**config.mk**
```make
export PLATFORM = sky130hd
export DESIGN_NAME = sleep_seq
export DESIGN_NICKNAME = d
export VERILOG_FILES = /design/src/design/sleep_seq_pkg.sv /design/src/design/sleep_seq.sv /design/src/design/sleep_seq_settle.sv
export VERILOG_INCLUDE_DIRS = /design/src /design/src/design
export SDC_FILE = /design/constraint.sdc
export NUM_CORES = 1
export LEC_CHECK = 0
export BUFFER_PORTS_ARGS = -buffer_cell sky130_fd_sc_hd__buf_4
export CORE_MARGIN = 2
export CORE_UTILIZATION = 53
export DETAILED_ROUTE_END_ITERATION = 7
export PLACE_DENSITY = 0.87
export SLEW_MARGIN = 10
export SYNTH_ARGS = -nofsm -noshare
export SYNTH_HDL_FRONTEND = slang
export SYNTH_SLANG_ARGS = --single-unit
```
**constraint.sdc**
```tcl
create_clock -name clk_sys -period 2.3 [get_ports clk_sys]
set_input_delay 0.23 -clock clk_sys [delete_from_list [all_inputs] [get_ports clk_sys]]
set_output_delay 0.23 -clock clk_sys [all_outputs]
set_load 0.02 [all_outputs]
```
**src/design/sleep_seq_consts.svh**
```systemverilog
// constants for the system sleep state sequencer
`ifndef SLEEP_SEQ_CONSTS_SVH
`define SLEEP_SEQ_CONSTS_SVH

// ----------------------------------------------------------------------------
// register map (word offsets on the plain register port)
// ----------------------------------------------------------------------------
`define SSQ_ADDR_CTRL     4'h0
`define SSQ_ADDR_WAKE_EN  4'h1
`define SSQ_ADDR_STATE    4'h2
`define SSQ_ADDR_PLANES   4'h3
// ctrl fields
`define SSQ_CTRL_SLP      0
`define SSQ_CTRL_TGT_LO   1
`define SSQ_CTRL_TGT_HI   2
`define SSQ_CTRL_AFTER    3
`define SSQ_CTRL_DEEP_EN  4
`define SSQ_CTRL_HOST_WOL 5
`define SSQ_CTRL_MGMT_WOL 6
`define SSQ_CTRL_SUS_OK   7
`define SSQ_CTRL_RST      8'h00
`define SSQ_WAKE_EN_RST   8'hff
// in reset every plane is asserted and the pins read as power failed
`define SSQ_PLANES_RST    6'h3f
`define SSQ_SYNC_RST      7'h20
// sleep targets written with the sleep entry bit
`define SSQ_TGT_IDLE      2'h0
`define SSQ_TGT_S3        2'h1
`define SSQ_TGT_S4        2'h2
`define SSQ_TGT_S5        2'h3
// ----------------------------------------------------------------------------
// timing: plane settle time between sequence steps
// ----------------------------------------------------------------------------
`define SSQ_CLK_MHZ       250
`define SSQ_SETTLE_NS     100
`define SSQ_SETTLE_CYC    ((`SSQ_SETTLE_NS * `SSQ_CLK_MHZ + 999) / 1000)

`endif

```
**src/design/sleep_seq_pkg.sv**
```systemverilog
// types for the system sleep state sequencer
`default_nettype none
package sleep_seq_pkg;
    typedef enum logic [3:0] {
        ST_FULL_ON,
        ST_CPU_IDLE,
        ST_SUSPEND_RAM,
        ST_SUSPEND_DISK,
        ST_SOFT_OFF,
        ST_DEEP_SLEEP,
        ST_MECH_OFF,
        ST_STEP_OFF
    } pstate_type;
endpackage : sleep_seq_pkg
`default_nettype wire

```
**src/design/sleep_seq.sv**
```systemverilog
// system sleep state sequencer with active-low plane controls
//
// Our own choices: the placing of the registers and the plain strobed port.
`include "sleep_seq_consts.svh"
`default_nettype none
// ----------------------------------------------------------------------------
// ----------------------------------------------------------------------------
module sleep_seq #(
    parameter int unsigned WAKE_W = 8
) (
    input  wire logic              clk_sys,
    input  wire logic              rstn,
    input  wire logic [3:0]        reg_addr,
    input  wire logic [31:0]       reg_wdata,
    input  wire logic              reg_wr,
    input  wire logic              reg_rd,
    output logic      [31:0]       reg_rdata,
    input  wire logic [WAKE_W-1:0] wake_event,
    input  wire logic              pwr_button_override,
    input  wire logic              power_fail,
    input  wire logic              battery_low_n,
    input  wire logic              ac_power_present,
    input  wire logic              deep_sleep_ok,
    input  wire logic              mgmt_off,
    input  wire logic              mgmt_power_gated_state,
    output logic                   s3_plane_off_n,
    output logic                   s4_plane_off_n,
    output logic                   s5_plane_off_n,
    output logic                   mgmt_plane_off_n,
    output logic                   lan_plane_off_n,
    output logic                   primary_well_off_n
);
    localparam int unsigned SETTLE = `SSQ_SETTLE_CYC;

    // ------------------------------------------------------------------------
    // pin synchronisers; reset reads as power failed, so no early power-return choice
    // ------------------------------------------------------------------------
    localparam int unsigned NS = WAKE_W + 7;
    logic [NS-1:0] sy1_q;
    logic [NS-1:0] sy2_q;
    always_ff @(posedge clk_sys or negedge rstn) begin
        if (!rstn) begin
            sy1_q <= {{WAKE_W{1'b0}}, `SSQ_SYNC_RST};
            sy2_q <= {{WAKE_W{1'b0}}, `SSQ_SYNC_RST};
        end else begin
            sy1_q <= {wake_event, pwr_button_override, power_fail, ~battery_low_n,
                      ac_power_present, deep_sleep_ok, mgmt_off, mgmt_power_gated_state};
            sy2_q <= sy1_q;
        end
    end
    logic [WAKE_W-1:0] wake_s;
    logic ovr_s, fail_s, battery_low_n_s, ac_s, deep_ok_s, moff_s, mpg_s;
    assign {wake_s, ovr_s, fail_s, battery_low_n_s, ac_s, deep_ok_s, moff_s, mpg_s} = sy2_q;

    // ------------------------------------------------------------------------
    // registers
    // ------------------------------------------------------------------------
    logic [7:0]        ctrl_q, ctrl_d;
    logic [WAKE_W-1:0] wake_en_q, wake_en_d;
    logic [WAKE_W-1:0] wake_pend_q, wake_pend_d;
    logic [31:0]       rdata_q, rdata_d;
    sleep_seq_pkg::pstate_type st_q, st_d;
    sleep_seq_pkg::pstate_type prior_q, prior_d;   // state held before power loss
    sleep_seq_pkg::pstate_type tgt_q, tgt_d;       // final state of a stepped move
    logic deep_from_s4_q, deep_from_s4_d;
    logic ovr_entry_q, ovr_entry_d;
    logic s4_seen_q, s4_seen_d;                    // s4 visited before g3

    logic settle_start;
    logic settle_done;

    sleep_seq_settle #(.CYCLES(SETTLE)) u_settle (
        .clk_sys (clk_sys),
        .rstn    (rstn),
        .start   (settle_start),
        .done    (settle_done)
    );

    function automatic logic is_sleep(input sleep_seq_pkg::pstate_type s);
        return (s == sleep_seq_pkg::ST_SUSPEND_RAM) || (s == sleep_seq_pkg::ST_SUSPEND_DISK) ||
               (s == sleep_seq_pkg::ST_SOFT_OFF) || (s == sleep_seq_pkg::ST_DEEP_SLEEP);
    endfunction : is_sleep

    wire wake_any = |(wake_pend_q & wake_en_q);
    wire slp_req  = ctrl_q[`SSQ_CTRL_SLP];

    // ------------------------------------------------------------------------
    // next state
    // ------------------------------------------------------------------------
    always_comb begin
        st_d           = st_q;
        prior_d        = prior_q;
        tgt_d          = tgt_q;
        deep_from_s4_d = deep_from_s4_q;
        ovr_entry_d    = ovr_entry_q;
        s4_seen_d      = s4_seen_q;
        settle_start   = 1'b0;
        if (fail_s && st_q != sleep_seq_pkg::ST_MECH_OFF) begin
            prior_d = s4_seen_q ? sleep_seq_pkg::ST_SUSPEND_DISK : st_q; // power loss wins
            ovr_entry_d = 1'b0;
            st_d    = sleep_seq_pkg::ST_MECH_OFF;
        end else if (!fail_s) begin
            case (st_q)
                sleep_seq_pkg::ST_FULL_ON, sleep_seq_pkg::ST_CPU_IDLE,
                sleep_seq_pkg::ST_SUSPEND_RAM: begin
                    s4_seen_d = 1'b0;
                    ovr_entry_d = 1'b0;
                    if (ovr_s) begin
                        st_d = sleep_seq_pkg::ST_SOFT_OFF;
                        ovr_entry_d = 1'b1;
                    end else if (st_q == sleep_seq_pkg::ST_SUSPEND_RAM) begin
                        if (wake_any && !battery_low_n_s) begin
                            st_d = sleep_seq_pkg::ST_FULL_ON;
                        end
                    end else if (st_q == sleep_seq_pkg::ST_CPU_IDLE) begin
                        if (wake_any) begin
                            st_d = sleep_seq_pkg::ST_FULL_ON;
                        end
                    end else if (slp_req) begin
                        case (ctrl_q[`SSQ_CTRL_TGT_HI:`SSQ_CTRL_TGT_LO])
                            `SSQ_TGT_IDLE: st_d = sleep_seq_pkg::ST_CPU_IDLE;
                            `SSQ_TGT_S3:   st_d = sleep_seq_pkg::ST_SUSPEND_RAM;
                            `SSQ_TGT_S4:   st_d = sleep_seq_pkg::ST_SUSPEND_DISK;
                            default: begin
                                // soft-off steps through disk planes first
                                st_d  = sleep_seq_pkg::ST_STEP_OFF;
                                tgt_d = sleep_seq_pkg::ST_SOFT_OFF;
                                settle_start = 1'b1;
                            end
                        endcase
                    end
                end
                sleep_seq_pkg::ST_STEP_OFF: begin
                    if (settle_done) begin
                        st_d = tgt_q;
                    end
                end
                sleep_seq_pkg::ST_SUSPEND_DISK: begin
                    s4_seen_d = 1'b1;
                    if (ovr_s) begin
                        st_d = sleep_seq_pkg::ST_SOFT_OFF;
                        ovr_entry_d = 1'b1;
                    end else if (wake_any && !battery_low_n_s) begin
                        st_d = sleep_seq_pkg::ST_FULL_ON;
                    end else if (ctrl_q[`SSQ_CTRL_DEEP_EN] && deep_ok_s) begin
                        st_d = sleep_seq_pkg::ST_DEEP_SLEEP;
                        deep_from_s4_d = 1'b1;
                    end
                end
                sleep_seq_pkg::ST_SOFT_OFF: begin
                    s4_seen_d = 1'b0;
                    if (wake_any && !battery_low_n_s) begin
                        st_d = sleep_seq_pkg::ST_FULL_ON;
                    end else if (ctrl_q[`SSQ_CTRL_DEEP_EN] && deep_ok_s) begin
                        st_d = sleep_seq_pkg::ST_DEEP_SLEEP;
                        deep_from_s4_d = 1'b0;
                    end
                end
                sleep_seq_pkg::ST_DEEP_SLEEP: begin
                    if (ovr_s && !ovr_entry_q) begin // a served override rests here
                        st_d = sleep_seq_pkg::ST_SOFT_OFF;
                        ovr_entry_d = 1'b1;
                    end else if (wake_any && !battery_low_n_s) begin
                        st_d = sleep_seq_pkg::ST_FULL_ON;
                    end else if (ac_s) begin
                        st_d = deep_from_s4_q ? sleep_seq_pkg::ST_SUSPEND_DISK
                                              : sleep_seq_pkg::ST_SOFT_OFF;
                    end
                end
                default: begin
                    // mechanical off: power has returned once fail drops
                    if (prior_q == sleep_seq_pkg::ST_SUSPEND_DISK) begin
                        st_d = ctrl_q[`SSQ_CTRL_AFTER] ? sleep_seq_pkg::ST_SUSPEND_DISK
                                                       : sleep_seq_pkg::ST_FULL_ON;
                    end else begin
                        st_d = ctrl_q[`SSQ_CTRL_AFTER] ? sleep_seq_pkg::ST_SOFT_OFF
                                                       : sleep_seq_pkg::ST_FULL_ON;
                    end
                    // reboot into full-on from s4/s5 still respects battery low
                    if (st_d == sleep_seq_pkg::ST_FULL_ON && battery_low_n_s) begin
                        st_d = sleep_seq_pkg::ST_SOFT_OFF;
                    end
                end
            endcase
        end
    end

    // ------------------------------------------------------------------------
    // wake latch: pending bits survive power failure, cleared on full-on
    // ------------------------------------------------------------------------
    always_comb begin
        wake_pend_d = wake_pend_q;
        if (st_q == sleep_seq_pkg::ST_FULL_ON) begin
            wake_pend_d = '0;
        end
        wake_pend_d = wake_pend_d | wake_s;
    end

    // ------------------------------------------------------------------------
    // register port; the sleep entry bit self-clears once acted on
    // ------------------------------------------------------------------------
    always_comb begin
        ctrl_d    = ctrl_q;
        wake_en_d = wake_en_q;
        rdata_d   = 32'h0000_0000;
        if (st_q == sleep_seq_pkg::ST_FULL_ON && st_d != st_q) begin
            ctrl_d[`SSQ_CTRL_SLP] = 1'b0;
        end
        if (reg_wr) begin
            if (reg_addr == `SSQ_ADDR_CTRL) begin
                ctrl_d = reg_wdata[7:0];
            end else if (reg_addr == `SSQ_ADDR_WAKE_EN) begin
                wake_en_d = reg_wdata[WAKE_W-1:0];
            end
        end
        if (reg_rd) begin
            if (reg_addr == `SSQ_ADDR_CTRL) begin
                rdata_d = {24'h00_0000, ctrl_q};
            end else if (reg_addr == `SSQ_ADDR_WAKE_EN) begin
                rdata_d[WAKE_W-1:0] = wake_en_q;
            end else if (reg_addr == `SSQ_ADDR_STATE) begin
                rdata_d = {20'h0_0000, prior_q, 4'(st_q), wake_pend_q[3:0]};
            end else if (reg_addr == `SSQ_ADDR_PLANES) begin
                rdata_d = {26'h000_0000, primary_well_off_n, lan_plane_off_n,
                           mgmt_plane_off_n, s5_plane_off_n, s4_plane_off_n, s3_plane_off_n};
            end
        end
    end

    always_ff @(posedge clk_sys or negedge rstn) begin
        if (!rstn) begin
            st_q           <= sleep_seq_pkg::ST_MECH_OFF;
            prior_q        <= sleep_seq_pkg::ST_SOFT_OFF;
            tgt_q          <= sleep_seq_pkg::ST_SOFT_OFF;
            deep_from_s4_q <= 1'b0;
            ovr_entry_q    <= 1'b0;
            s4_seen_q      <= 1'b0;
            wake_pend_q    <= '0;
            ctrl_q         <= `SSQ_CTRL_RST;
            wake_en_q      <= WAKE_W'(`SSQ_WAKE_EN_RST);
            rdata_q        <= 32'h0000_0000;
        end else begin
            st_q           <= st_d;
            prior_q        <= prior_d;
            tgt_q          <= tgt_d;
            deep_from_s4_q <= deep_from_s4_d;
            ovr_entry_q    <= ovr_entry_d;
            s4_seen_q      <= s4_seen_d;
            wake_pend_q    <= wake_pend_d;
            ctrl_q         <= ctrl_d;
            wake_en_q      <= wake_en_d;
            rdata_q        <= rdata_d;
        end
    end
    assign reg_rdata = rdata_q;

    // ------------------------------------------------------------------------
    // plane outputs, registered; our own supply rides only on the primary well
    // ------------------------------------------------------------------------
    logic s3_q, s4_q, s5_q, ma_q, lan_q, sus_q;
    always_ff @(posedge clk_sys or negedge rstn) begin
        if (!rstn) begin
            {s3_q, s4_q, s5_q, ma_q, lan_q, sus_q} <= `SSQ_PLANES_RST;
        end else begin
            s3_q  <= is_sleep(st_d) || st_d == sleep_seq_pkg::ST_STEP_OFF ||
                     st_d == sleep_seq_pkg::ST_MECH_OFF;
            s4_q  <= (is_sleep(st_d) && st_d != sleep_seq_pkg::ST_SUSPEND_RAM) ||
                     st_d == sleep_seq_pkg::ST_STEP_OFF ||
                     st_d == sleep_seq_pkg::ST_MECH_OFF;
            s5_q  <= st_d == sleep_seq_pkg::ST_SOFT_OFF || st_d == sleep_seq_pkg::ST_MECH_OFF ||
                     (st_d == sleep_seq_pkg::ST_DEEP_SLEEP && !deep_from_s4_d);
            ma_q  <= moff_s || mpg_s || st_d == sleep_seq_pkg::ST_MECH_OFF;
            lan_q <= ((is_sleep(st_d) && (moff_s || mpg_s) &&
                      !ctrl_q[`SSQ_CTRL_HOST_WOL] && !ctrl_q[`SSQ_CTRL_MGMT_WOL]) ||
                      st_d == sleep_seq_pkg::ST_MECH_OFF);
            sus_q <= (st_d == sleep_seq_pkg::ST_DEEP_SLEEP && ctrl_q[`SSQ_CTRL_SUS_OK]) ||
                     st_d == sleep_seq_pkg::ST_MECH_OFF;
        end
    end
    assign s3_plane_off_n     = ~s3_q;
    assign s4_plane_off_n     = ~s4_q;
    assign s5_plane_off_n     = ~s5_q;
    assign mgmt_plane_off_n   = ~ma_q;
    assign lan_plane_off_n    = ~lan_q;
    assign primary_well_off_n = ~sus_q;
endmodule : sleep_seq
`default_nettype wire

```
**src/design/sleep_seq_settle.sv**
```systemverilog
// settle timer between sequencer steps
`default_nettype none
module sleep_seq_settle #(
    parameter int unsigned CYCLES = 25
) (
    input  wire logic clk_sys,
    input  wire logic rstn,
    input  wire logic start,
    output logic      done
);
    logic [7:0] cnt_q;
    logic [7:0] cnt_d;

    // ------------------------------------------------------------------------
    // down counter, done for the one cycle the count stands at one
    // ------------------------------------------------------------------------
    always_comb begin
        cnt_d = cnt_q;
        if (start) begin
            cnt_d = 8'(CYCLES);
        end else if (cnt_q != 8'h00) begin
            cnt_d = cnt_q - 8'h01;
        end
    end

    always_ff @(posedge clk_sys or negedge rstn) begin
        if (!rstn) begin
            cnt_q <= 8'h00;
        end else begin
            cnt_q <= cnt_d;
        end
    end

    assign done = (cnt_q == 8'h01);
endmodule : sleep_seq_settle
`default_nettype wire

```
Word-level counts from Yosys, hierarchy flattened
Index checks and enable logic that the tools add are counted.
{"block": "op_classes", "addsub": 1, "n_eq_ne": 25, "n_mux": 61, "bitwise": 12, "n_reduce_logical": 47}
{"op": "$mux W32", "count": 3}
{"op": "$mux W4", "count": 20}
{"op": "$mux W8", "count": 4}
{"op": "$eq A4 B2 Y1 const B", "count": 7}
{"op": "$eq A4 B3 Y1 const B", "count": 7}
{"op": "$mux W24", "count": 1}
{"op": "$mux W1", "count": 23}
{"op": "$pmux W4 S5", "count": 1}
{"op": "$logic_or A1 B1 Y1", "count": 13}
{"op": "$logic_and A1 B1 Y1", "count": 12}
{"op": "$logic_not A4 Y1", "count": 3}
{"op": "$not A1 Y1", "count": 10}
{"op": "$mux W3", "count": 3}
{"op": "$pmux W3 S3", "count": 1}
{"op": "$and A8 B8 Y8", "count": 1}
{"op": "$eq A4 B1 Y1 const B", "count": 2}
{"op": "$eq A8 B1 Y1 const B", "count": 1}
{"op": "$or A8 B8 Y8", "count": 1}
{"op": "$reduce_bool A8 Y1", "count": 1}
{"op": "$reduce_or A8 Y1", "count": 1}
{"op": "$sub A8 B1 Y8 const B", "count": 1}
{"op": "$reduce_or A7 Y1", "count": 1}
{"op": "$mux W6", "count": 1}
{"op": "$ne A3 B3 Y1 const B", "count": 2}
{"op": "other kinds (18)", "count": 26}
{"block": "word_totals", "register_bits": 111}

Longest topological paths before layout
Gate-level depths: netlist (run 1).
{"block": "logic_depth", "depth_word": 19, "mapped_depth": 8, "ltp_nobuf": 8}

Cells and area by module
A second synthesis (run 1) with hierarchy kept.
{"block": "hier_totals", "cells_unflattened": 334, "area_unflattened_um2": 3895.0}
{"mod": "sleep_seq", "seq_area_each_um2": 2100.8, "n_inst": 1, "cells_per_inst": 286, "area_each_um2": 3420.8}
{"mod": "sleep_seq_settle", "seq_area_each_um2": 200.2, "n_inst": 1, "cells_per_inst": 48, "area_each_um2": 474.2}

Worst setup path after synthesis (run 1)
No wires, ideal clock.
{"block": "synth_timing", "path_kind": "flip-flop to flip-flop", "from": "register st_q[2]", "to": "register lan_q", "required_ns": 2.222, "arrival_ns": 1.582, "path_slack_ns": 0.640, "setup_time_ns": 0.078, "synth_period_minus_slack_ns": 1.660, "path_stages_with_launch": 7, "cell_sequence": "dfstp_2 > and3b_1 > nor2_1 > o32a_1 > o2bb2ai_1 > nand2b_2 > a31o_1"}
{"block": "synth_between", "elab_chain_len": 15}
{"element": "from (decl)", "line_no": "sleep_seq.sv:62", "source": "sleep_seq_pkg::pstate_type st_q, st_d;"}
{"element": "from (signal assigned)", "line_no": "sleep_seq.sv:232", "source": "st_q <= sleep_seq_pkg::ST_MECH_OFF;"}
{"element": "from (signal assigned)", "line_no": "sleep_seq.sv:243", "source": "st_q <= st_d;"}
{"element": "$eq A4 B1 Y1, or another cell as far along", "line_no": "sleep_seq.sv:103, sleep_seq.sv:115"}
{"element": "$mux W4", "line_no": "sleep_seq.sv:115", "source": "end else if (st_q == sleep_seq_pkg::ST_CPU_IDLE) begin"}
{"element": "$mux W4", "line_no": "sleep_seq.sv:111", "source": "end else if (st_q == sleep_seq_pkg::ST_SUSPEND_RAM) begin"}
{"element": "$mux W4", "line_no": "sleep_seq.sv:108", "source": "if (ovr_s) begin"}
{"element": "$pmux W4 S5", "line_no": "sleep_seq.sv:103", "source": "case (st_q)"}
{"element": "$mux W4", "line_no": "sleep_seq.sv:102", "source": "end else if (!fail_s) begin"}
{"element": "$mux W4 (*)", "line_no": "sleep_seq.sv:98", "source": "if (fail_s && st_q != sleep_seq_pkg::ST_MECH_OFF) begin"}
{"element": "$eq A4 B2 Y1", "line_no": "sleep_seq.sv:80", "source": "return (s == sleep_seq_pkg::ST_SUSPEND_RAM) || (s == sleep_seq_pkg::ST_SUSPEND_DISK) ||"}
{"element": "$logic_or A1 B1 Y1 (2 in a row)", "line_no": "sleep_seq.sv:80"}
{"element": "$logic_or A1 B1 Y1", "line_no": "sleep_seq.sv:81", "source": "(s == sleep_seq_pkg::ST_SOFT_OFF) || (s == sleep_seq_pkg::ST_DEEP_SLEEP);"}
{"element": "$logic_and A1 B1 Y1 (3 in a row)", "line_no": "sleep_seq.sv:273", "source": "lan_q <= ((is_sleep(st_d) && (moff_s || mpg_s) &&"}
{"element": "$logic_or A1 B1 Y1 (*)", "line_no": "sleep_seq.sv:273"}
{"element": "to (signal assigned)", "line_no": "sleep_seq.sv:263", "source": "{s3_q, s4_q, s5_q, ma_q, lan_q, sus_q} <= `SSQ_PLANES_RST;"}
{"element": "to (signal assigned)", "line_no": "sleep_seq.sv:273"}
{"element": "to (decl)", "line_no": "sleep_seq.sv:260", "source": "logic s3_q, s4_q, s5_q, ma_q, lan_q, sus_q;"}
Every way passes the cells marked *; elsewhere a longest branch is shown, timed or not.
A chain may end at the register's enable or synchronous reset.

Worst setup path after layout (run 1)
{"block": "layout_timing", "from": "register st_q[2]", "to": "register s4_q"}
{"block": "layout_between", "elab_chain_len": 14}
{"element": "$eq A4 B1 Y1, or another cell as far along", "line_no": "sleep_seq.sv:103, sleep_seq.sv:115"}
{"element": "$mux W4", "line_no": "sleep_seq.sv:115"}
{"element": "$mux W4", "line_no": "sleep_seq.sv:111"}
{"element": "$mux W4", "line_no": "sleep_seq.sv:108"}
{"element": "$pmux W4 S5", "line_no": "sleep_seq.sv:103"}
{"element": "$mux W4", "line_no": "sleep_seq.sv:102"}
{"element": "$mux W4 (*)", "line_no": "sleep_seq.sv:98"}
{"element": "$eq A4 B2 Y1", "line_no": "sleep_seq.sv:80"}
{"element": "$logic_or A1 B1 Y1 (2 in a row)", "line_no": "sleep_seq.sv:80"}
{"element": "$logic_or A1 B1 Y1", "line_no": "sleep_seq.sv:81"}
{"element": "$logic_and A1 B1 Y1", "line_no": "sleep_seq.sv:267", "source": "s4_q <= (is_sleep(st_d) && st_d != sleep_seq_pkg::ST_SUSPEND_RAM) ||"}
{"element": "$logic_or A1 B1 Y1", "line_no": "sleep_seq.sv:267"}
{"element": "$logic_or A1 B1 Y1 (*)", "line_no": "sleep_seq.sv:268", "source": "st_d == sleep_seq_pkg::ST_STEP_OFF ||"}
{"element": "to (signal assigned)", "line_no": "sleep_seq.sv:263"}
{"element": "to (signal assigned)", "line_no": "sleep_seq.sv:267"}
{"element": "to (decl)", "line_no": "sleep_seq.sv:260"}
Marks and branches as above.

==> qor.yml, run 1 <==
die_y_um: 89.30
r2r_start: "st_q[2]"
power.total_mw: 4.102
clkLatencyLatePin_ns: 0.37
critPathRequiredTime_ns: 2.59
synth_seq_cells: 91
grt_pass1_vias: 2670
grt_max_degree: 58
wl_per_cell_um: 15.78
ctsResizeCount: 0
worstHoldPathCells: 2
fin_crit_sh_pct: 86.82
fillers: 550
async_reset_ff_share_pct: 100.0
yosysSeqAreaShare_pct: 59.67
htreeDepth: 3
holdPathEnd: "wake_en_q[4]"
crit_path_end_kind: "flip-flop"
clockRootBuffer: "clkbuf_8"
diodes: 0
synth.cell_area_sq_mm: 0.003856
worstRegToRegCells: 6
r2r_end: "s4_q"
tightest_slew_ns: 0.5741
portBuffers: 48
drt-total-wl_mm: 8.018
finalHoldViolCount: 0
rsz0062_at_grt: "no"
place.gp.congestion: 0.8928
status: "finished clean"
path_clk_slew_ns: 0.09
worstSetupPathType: "flip-flop to flip-flop"
synth-edff-count: 0
path_max_fanout: 14
dieArea_sq_mm: 0.007974
die_width_um: 89.30
place_hpwl_mm: 5.501
syn_inst: 337
relSlewSlack_pct: 61.41
drt-initial-drc-count: 313
layout-drive-gt1-share_pct: 26.16
via_per_inst: 5.453
cts_tree: "yes"
worstSetupStartpointType: "flip-flop"
row_count: 31
final.min_clock_period_ns: 1.997
hold_start: "reg_wdata[4]"
io_pins: 93
initial_core_util_pct: 54.03
coreArea_sq_mm: 0.007137
synthAdderAreaFrac_pct: 0.9734
vias: 2770
numClockSinks: 91
tns_ns: 0
hold_class: "primary input to flip-flop"
stdcell_count: 508
synth_xor_area_share_pct: 1.363
muxShareOfSynthArea_pct: 4.088
cts_buffers: 9
antenna_found_initial: 0
yosysUniqueCellTypes: 58
synthFlopType: "dfrtp_1"
dr.pass1.iters: 5
drc_errors: 0
clock_skew_ns: 0.01079
r2r_slack_ns: 0.30
setup_viol: 0
max_cap_violations: 0
dp.cells: 476
fmax_mhz: 500.8
final_common_cell: "dfrtp_1"
final_max_slew_viol_count: 0
synth_top_family_by_area: "compound AO/OA/AOI/OAI gates"
layout_common_cells: "dfrtp_1 (72), buf_4 (50), nand2_1 (27)"
cts_buffer_depth: 2
synth_compound_area_share_pct: 13.72
grt_overflow_total: 0
critPathArrivalTime_ns: 2.28
yosysWarnings: 0
nets: 462
cts_setup_buffers: 0
max-vdd-ir-drop_mv: 0.6155
detail-route-antenna-nets: 0
grt_pass1_wl_mm: 12.75
grtUsageTotal_pct: 21.64
syn2layout_area_growth_pct: 20.21
synth-simple-area-share_pct: 13.01
p_per_area_mw_per_mm2: 884.9
p_leak_nw: 2.080
syn_avg_cell_area_sq_um: 11.44
[through the flow]
stage | utilization (%) | hold WS, ns | cell area (sq um) | setup slack [ns]
final | 64.95 | 0.1053 | 4636 | 0.3032
after global routing | 64.95 | 0.09267 | 4636 | 0.1685
after CTS | 64.95 | 0.08858 | 4636 | 0.3182
after detailed placement | 59.54 | 0.2030 | 4249 | 0.3350
after global placement | 59.54 | 0.1981 | 4249 | 0.3448
after floorplan | - | -0.06559 | 3931 | 0.6403
[logic make-up after synthesis]
logic type | count (synthesis)
AO/OA/AOI/OAI | 78
XOR/XNOR | 6
adder cells (fa/ha/maj) | 3
buffers and inverters | 50
flip-flops | 91
multiplexers | 14
other | 1
AND/OR/NAND/NOR | 94
[where the power goes]
group,internal [mW],switching (mW),leakage [nW]
Sequential,1.88,0.258,1.06
Clock,0.648,0.563,0.110
Combinational,0.361,0.395,0.909
[per-layer routing]
layer  up-vias  share of wire (%)  GRT usage, %
met4         0                2.8         11.94
met1      1360                 44         29.04
met3        23                5.0         3.601
met2       113                 48         33.74
li1       1274                  -             -
met5         -                  0             0
[synthesized netlist by cell type, drive strengths merged (2+ instances only)]
| master | instances | area share, % |
|---|---|---|
| dfrtp | 72 | 47 |
| buf | 27 | 4.8 |
| nand2 | 27 | 2.6 |
| o21ai | 20 | 2.6 |
| dfstp | 19 | 13 |
| inv | 19 | 1.8 |
| nor2 | 19 | 1.9 |
| mux2 | 14 | 4.1 |
| a21oi | 13 | 1.8 |
| nand3 | 9 | 1.2 |
| a21o | 8 | 1.6 |
| nand2b | 7 | 1.2 |
| nor3 | 7 | 1.0 |
| o221ai | 6 | 1.4 |
| and2 | 5 | 0.81 |
| a22oi | 4 | 0.78 |
| clkbuf | 4 | 0.39 |
| nor2b | 4 | 0.65 |
| nor4 | 4 | 1.2 |
| o22ai | 4 | 0.65 |
| xnor2 | 4 | 0.91 |
| a31oi | 3 | 0.49 |
| ha | 3 | 0.97 |
| a211oi | 2 | 0.39 |
| nand4 | 2 | 0.32 |
| nand4b | 2 | 0.45 |
| nor3b | 2 | 0.39 |
| o2111ai | 2 | 0.45 |
| o211ai | 2 | 0.52 |
| o21bai | 2 | 0.39 |
| o31ai | 2 | 0.39 |
| o32a | 2 | 0.52 |
| o41ai | 2 | 0.45 |
| xor2 | 2 | 0.45 |
[worst max-delay path by stage]
stage / slack, ns / endpoint / depth (start not counted) / from
floorplan: 0.64 / lan_q / 6 / st_q[2]
global placement: 0.34 / s4_q / 6 / st_q[2]
detailed placement: 0.34 / s4_q / 6 / st_q[2]
CTS: 0.32 / s4_q / 6 / st_q[2]
global route: 0.17 / s4_q / 6 / st_q[2]
finish: 0.30 / s4_q / 6 / st_q[2]
[repair_timing]
item	4_1_cts	5_1_grt
setup endpoints to repair	0	0
hold buffers	16	0
hold endpoints to repair	44	0
[final cells by class]
| cell class | count | area (sq um) | area share, % |
|---|---|---|---|
| clock buffer | 11 | 141.4 | 3.050 |
| clock inverter | 5 | 85.08 | 1.835 |
| inverter | 19 | 71.32 | 1.538 |
| multi-input combinational | 216 | 1358 | 29.28 |
| sequential | 91 | 2301 | 49.64 |
| tap | 99 | 123.9 | 2.672 |
| timing repair buffer | 67 | 555.5 | 11.98 |
[critical path, cell delays in order, from the launching register on]
cell and delay, ns:
dfstp_2 0.69, and3b_1 0.24, nor2_1 0.06, o32a_1 0.30
o2bb2ai_1 0.18, a21oi_1 0.30, o21ai_0 0.14
[registers in the layout, summed over array words and instances, names as in the netlist, 8 cells and up]
signal / count
reg_rdata: 12
u_settle.cnt_q: 8
sy1_q: 15
wake_en_q: 8
ctrl_q: 8
wake_pend_q: 8
sy2_q: 15
Power figures use the tool's default switching activity.
==> inputs of run 2 (changes only) <==
Settings changed: CORE_UTILIZATION 53 to 32, PLACE_DENSITY 0.87 to 0.6.
==> run 2 against run 1 <==
Worst hold slack got worse by 0.078 ns. Sequential power barely moved. Sequential share of layout area is 1.8 points lower. Core utilization decreased by 24 points. Clock skew is 0.0026 ns lower. Combinational power shrank 1%. Critical path type unchanged.
==> qor.yml, run 2 (synthesis gave the netlist of run 1 again) <==
dieArea_sq_mm: 0.01294  # +62%
die_y_um: 113.8  # +27%
cts_tree: "yes"
cp_slowest_stage_delay_ns: 0.69  # about the same
drc_errors: 0  # unchanged
worstHoldPathCells: 2  # unchanged
antenna_found_initial: 0  # unchanged
cts_setup_buffers: 0  # unchanged
layout_common_cells: "dfrtp_1 (72), buf_4 (52), nand2_1 (27)"
row_count: 40  # +29%
grt_overflow_total: 0  # unchanged
coreArea_sq_mm: 0.01186  # +66%
final.min_clock_period_ns: 2.049  # +0.05175 ns
worstSetupPathType: "flip-flop to flip-flop"
design_area_sq_mm: 0.004810  # +3.8%
relSlewSlack_pct: 59.45  # -2.0 points
status: "finished clean"
clockRootBuffer: "clkbuf_16"
p_per_area_mw_per_mm2: 936.7  # +5.8%
worstRegToRegCells: 6  # unchanged
final_common_cell: "dfrtp_1"
rsz0062_at_grt: "no"
fin_crit_sh_pct: 89.07  # +2.2 points
initial_core_util_pct: 32.51  # -22 points
dr.pass1.iters: 4  # -1
place.gp.congestion: 0.8544  # -4.3%
place_hpwl_mm: 5.878  # +6.9%
critPathRequiredTime_ns: 2.53  # -0.06 ns
power.total_mw: 4.505  # +9.8%
clkLatencyLatePin_ns: 0.34  # -0.03 ns
final_max_slew_viol_count: 0  # unchanged
crit_path_end_kind: "flip-flop"
diodes: 0  # unchanged
critPathArrivalTime_ns: 2.28  # about the same
drt-initial-drc-count: 268  # -14%
tightest_slew_ns: 0.6082  # +0.03408 ns
wl_per_cell_um: 14.45  # -8.4%
nets: 463  # +0.22%
path_cells: "and3b_1 > nor2_1 > o32a_1 > o2bb2ai_1 > a21oi_1 > o21ai_0"
path_clk_slew_ns: 0.06  # -0.03 ns
hold_class: "primary input to flip-flop"
p_leak_nw: 2.137  # +2.8%
vias: 2701  # -2.5%
grt_pass1_wl_mm: 13.22  # +3.7%
crit_slowest_cell: "dfstp_2"
detail-route-antenna-nets: 0  # unchanged
cts_buffer_depth: 2  # unchanged
grt_pass1_vias: 2569  # -3.8%
fmax_mhz: 488.2  # -2.5%
finalHoldViolCount: 0  # unchanged
clock_skew_ns: 0.008156  # -0.002631 ns
path_max_fanout: 14  # unchanged
placed_area_sq_mm: 0.004324  # +1.8%
io_pins: 93  # unchanged
worstSetupStartpointType: "flip-flop"
syn2layout_area_growth_pct: 24.72
via_per_inst: 4.849  # -11%
drt-total-wl_mm: 8.049  # +0.39%
tns_ns: 0  # unchanged
die_width_um: 113.8  # +27%
cts_buffers: 9  # unchanged
grt_max_degree: 48  # -17%
max_cap_violations: 0  # unchanged
htreeDepth: 3  # unchanged
grtUsageTotal_pct: 13.36  # -8.3 points
setup_viol: 0  # unchanged
max-vdd-ir-drop_mv: 0.3818  # -38%
portBuffers: 48  # unchanged
numClockSinks: 91  # unchanged
layout-drive-gt1-share_pct: 26.83  # +0.67 points
==> run 2: cell types whose count changed in the layout (fill, tap and decap cells not counted), sizes merged <==
cell / change
dlygate4sd3: -1
clkbuf: -1
buf: +2
inv: +1
==> run 2: layer usage <==
metal  vias to the layer above  global-route usage, %  routed length, um
met1                      1313                  19.44               3958
met2                        94                  19.04               3576
met4                         0                  4.797                 75
met5                         -                      0                  0
met3                         6                  3.826                439
li1                       1288                      -                  -
==> run 2: path summary, 6_finish.rpt <==
check                         startpoint         end  slack [ns]
max                              st_q[2]        s4_q        0.25
max in group asynchronous           rstn  prior_q[2]        1.16
min in group asynchronous           rstn   sy2_q[12]        0.44
min reg2reg                     sy1_q[0]    sy2_q[0]        0.35
min                        battery_low_n    sy1_q[4]        0.03
max reg2reg                      st_q[2]        s4_q        0.25
==> run 2: stage by stage <==
step	setup WS (ns)	hold slack, ns	std cells	util (%)
after CTS	0.2775	0.01373	557	40.55
after global placement	0.3032	0.2792	526	36.46
after global routing	0.1250	0.01590	557	40.55
after floorplan	0.6403	-0.06559	357	-
after detailed placement	0.3060	0.2859	526	36.46
final	0.2515	0.02748	557	40.55
==> run 2: layout make-up <==
class / instances / area (sq um)
clock buffers: 10 / 239.0
repair buffers: 68 / 560.5
well taps: 147 / 183.9
flip-flops and latches: 91 / 2301
clock inverters: 6 / 96.34
fillers: 1130 / 7052
multi-input cells: 216 / 1358
inverters: 19 / 71.32
==> run 2: power breakdown <==
| part | switching [mW] | total [mW] | internal, mW |
|---|---|---|---|
| Combinational | 0.384 | 0.745 | 0.361 |
| Clock | 0.624 | 1.62 | 0.994 |
| Sequential | 0.261 | 2.14 | 1.88 |
==> run 2: worst max-delay path: cells and delay by family, from the launching register on <==
| kind | cells | cell delay [ns] |
|---|---|---|
| DFF | 1 | 0.69 |
| and+or+nand+nor | 2 | 0.30 |
| AOI/OAI and AO/OA | 4 | 0.95 |
==> run 2: what timing repair did <==
| item | in CTS | in global routing |
|---|---|---|
| gates resized for setup | 0 | 0 |
| endpoints found under the hold margin | 51 | 0 |
| hold buffers | 15 | 0 |
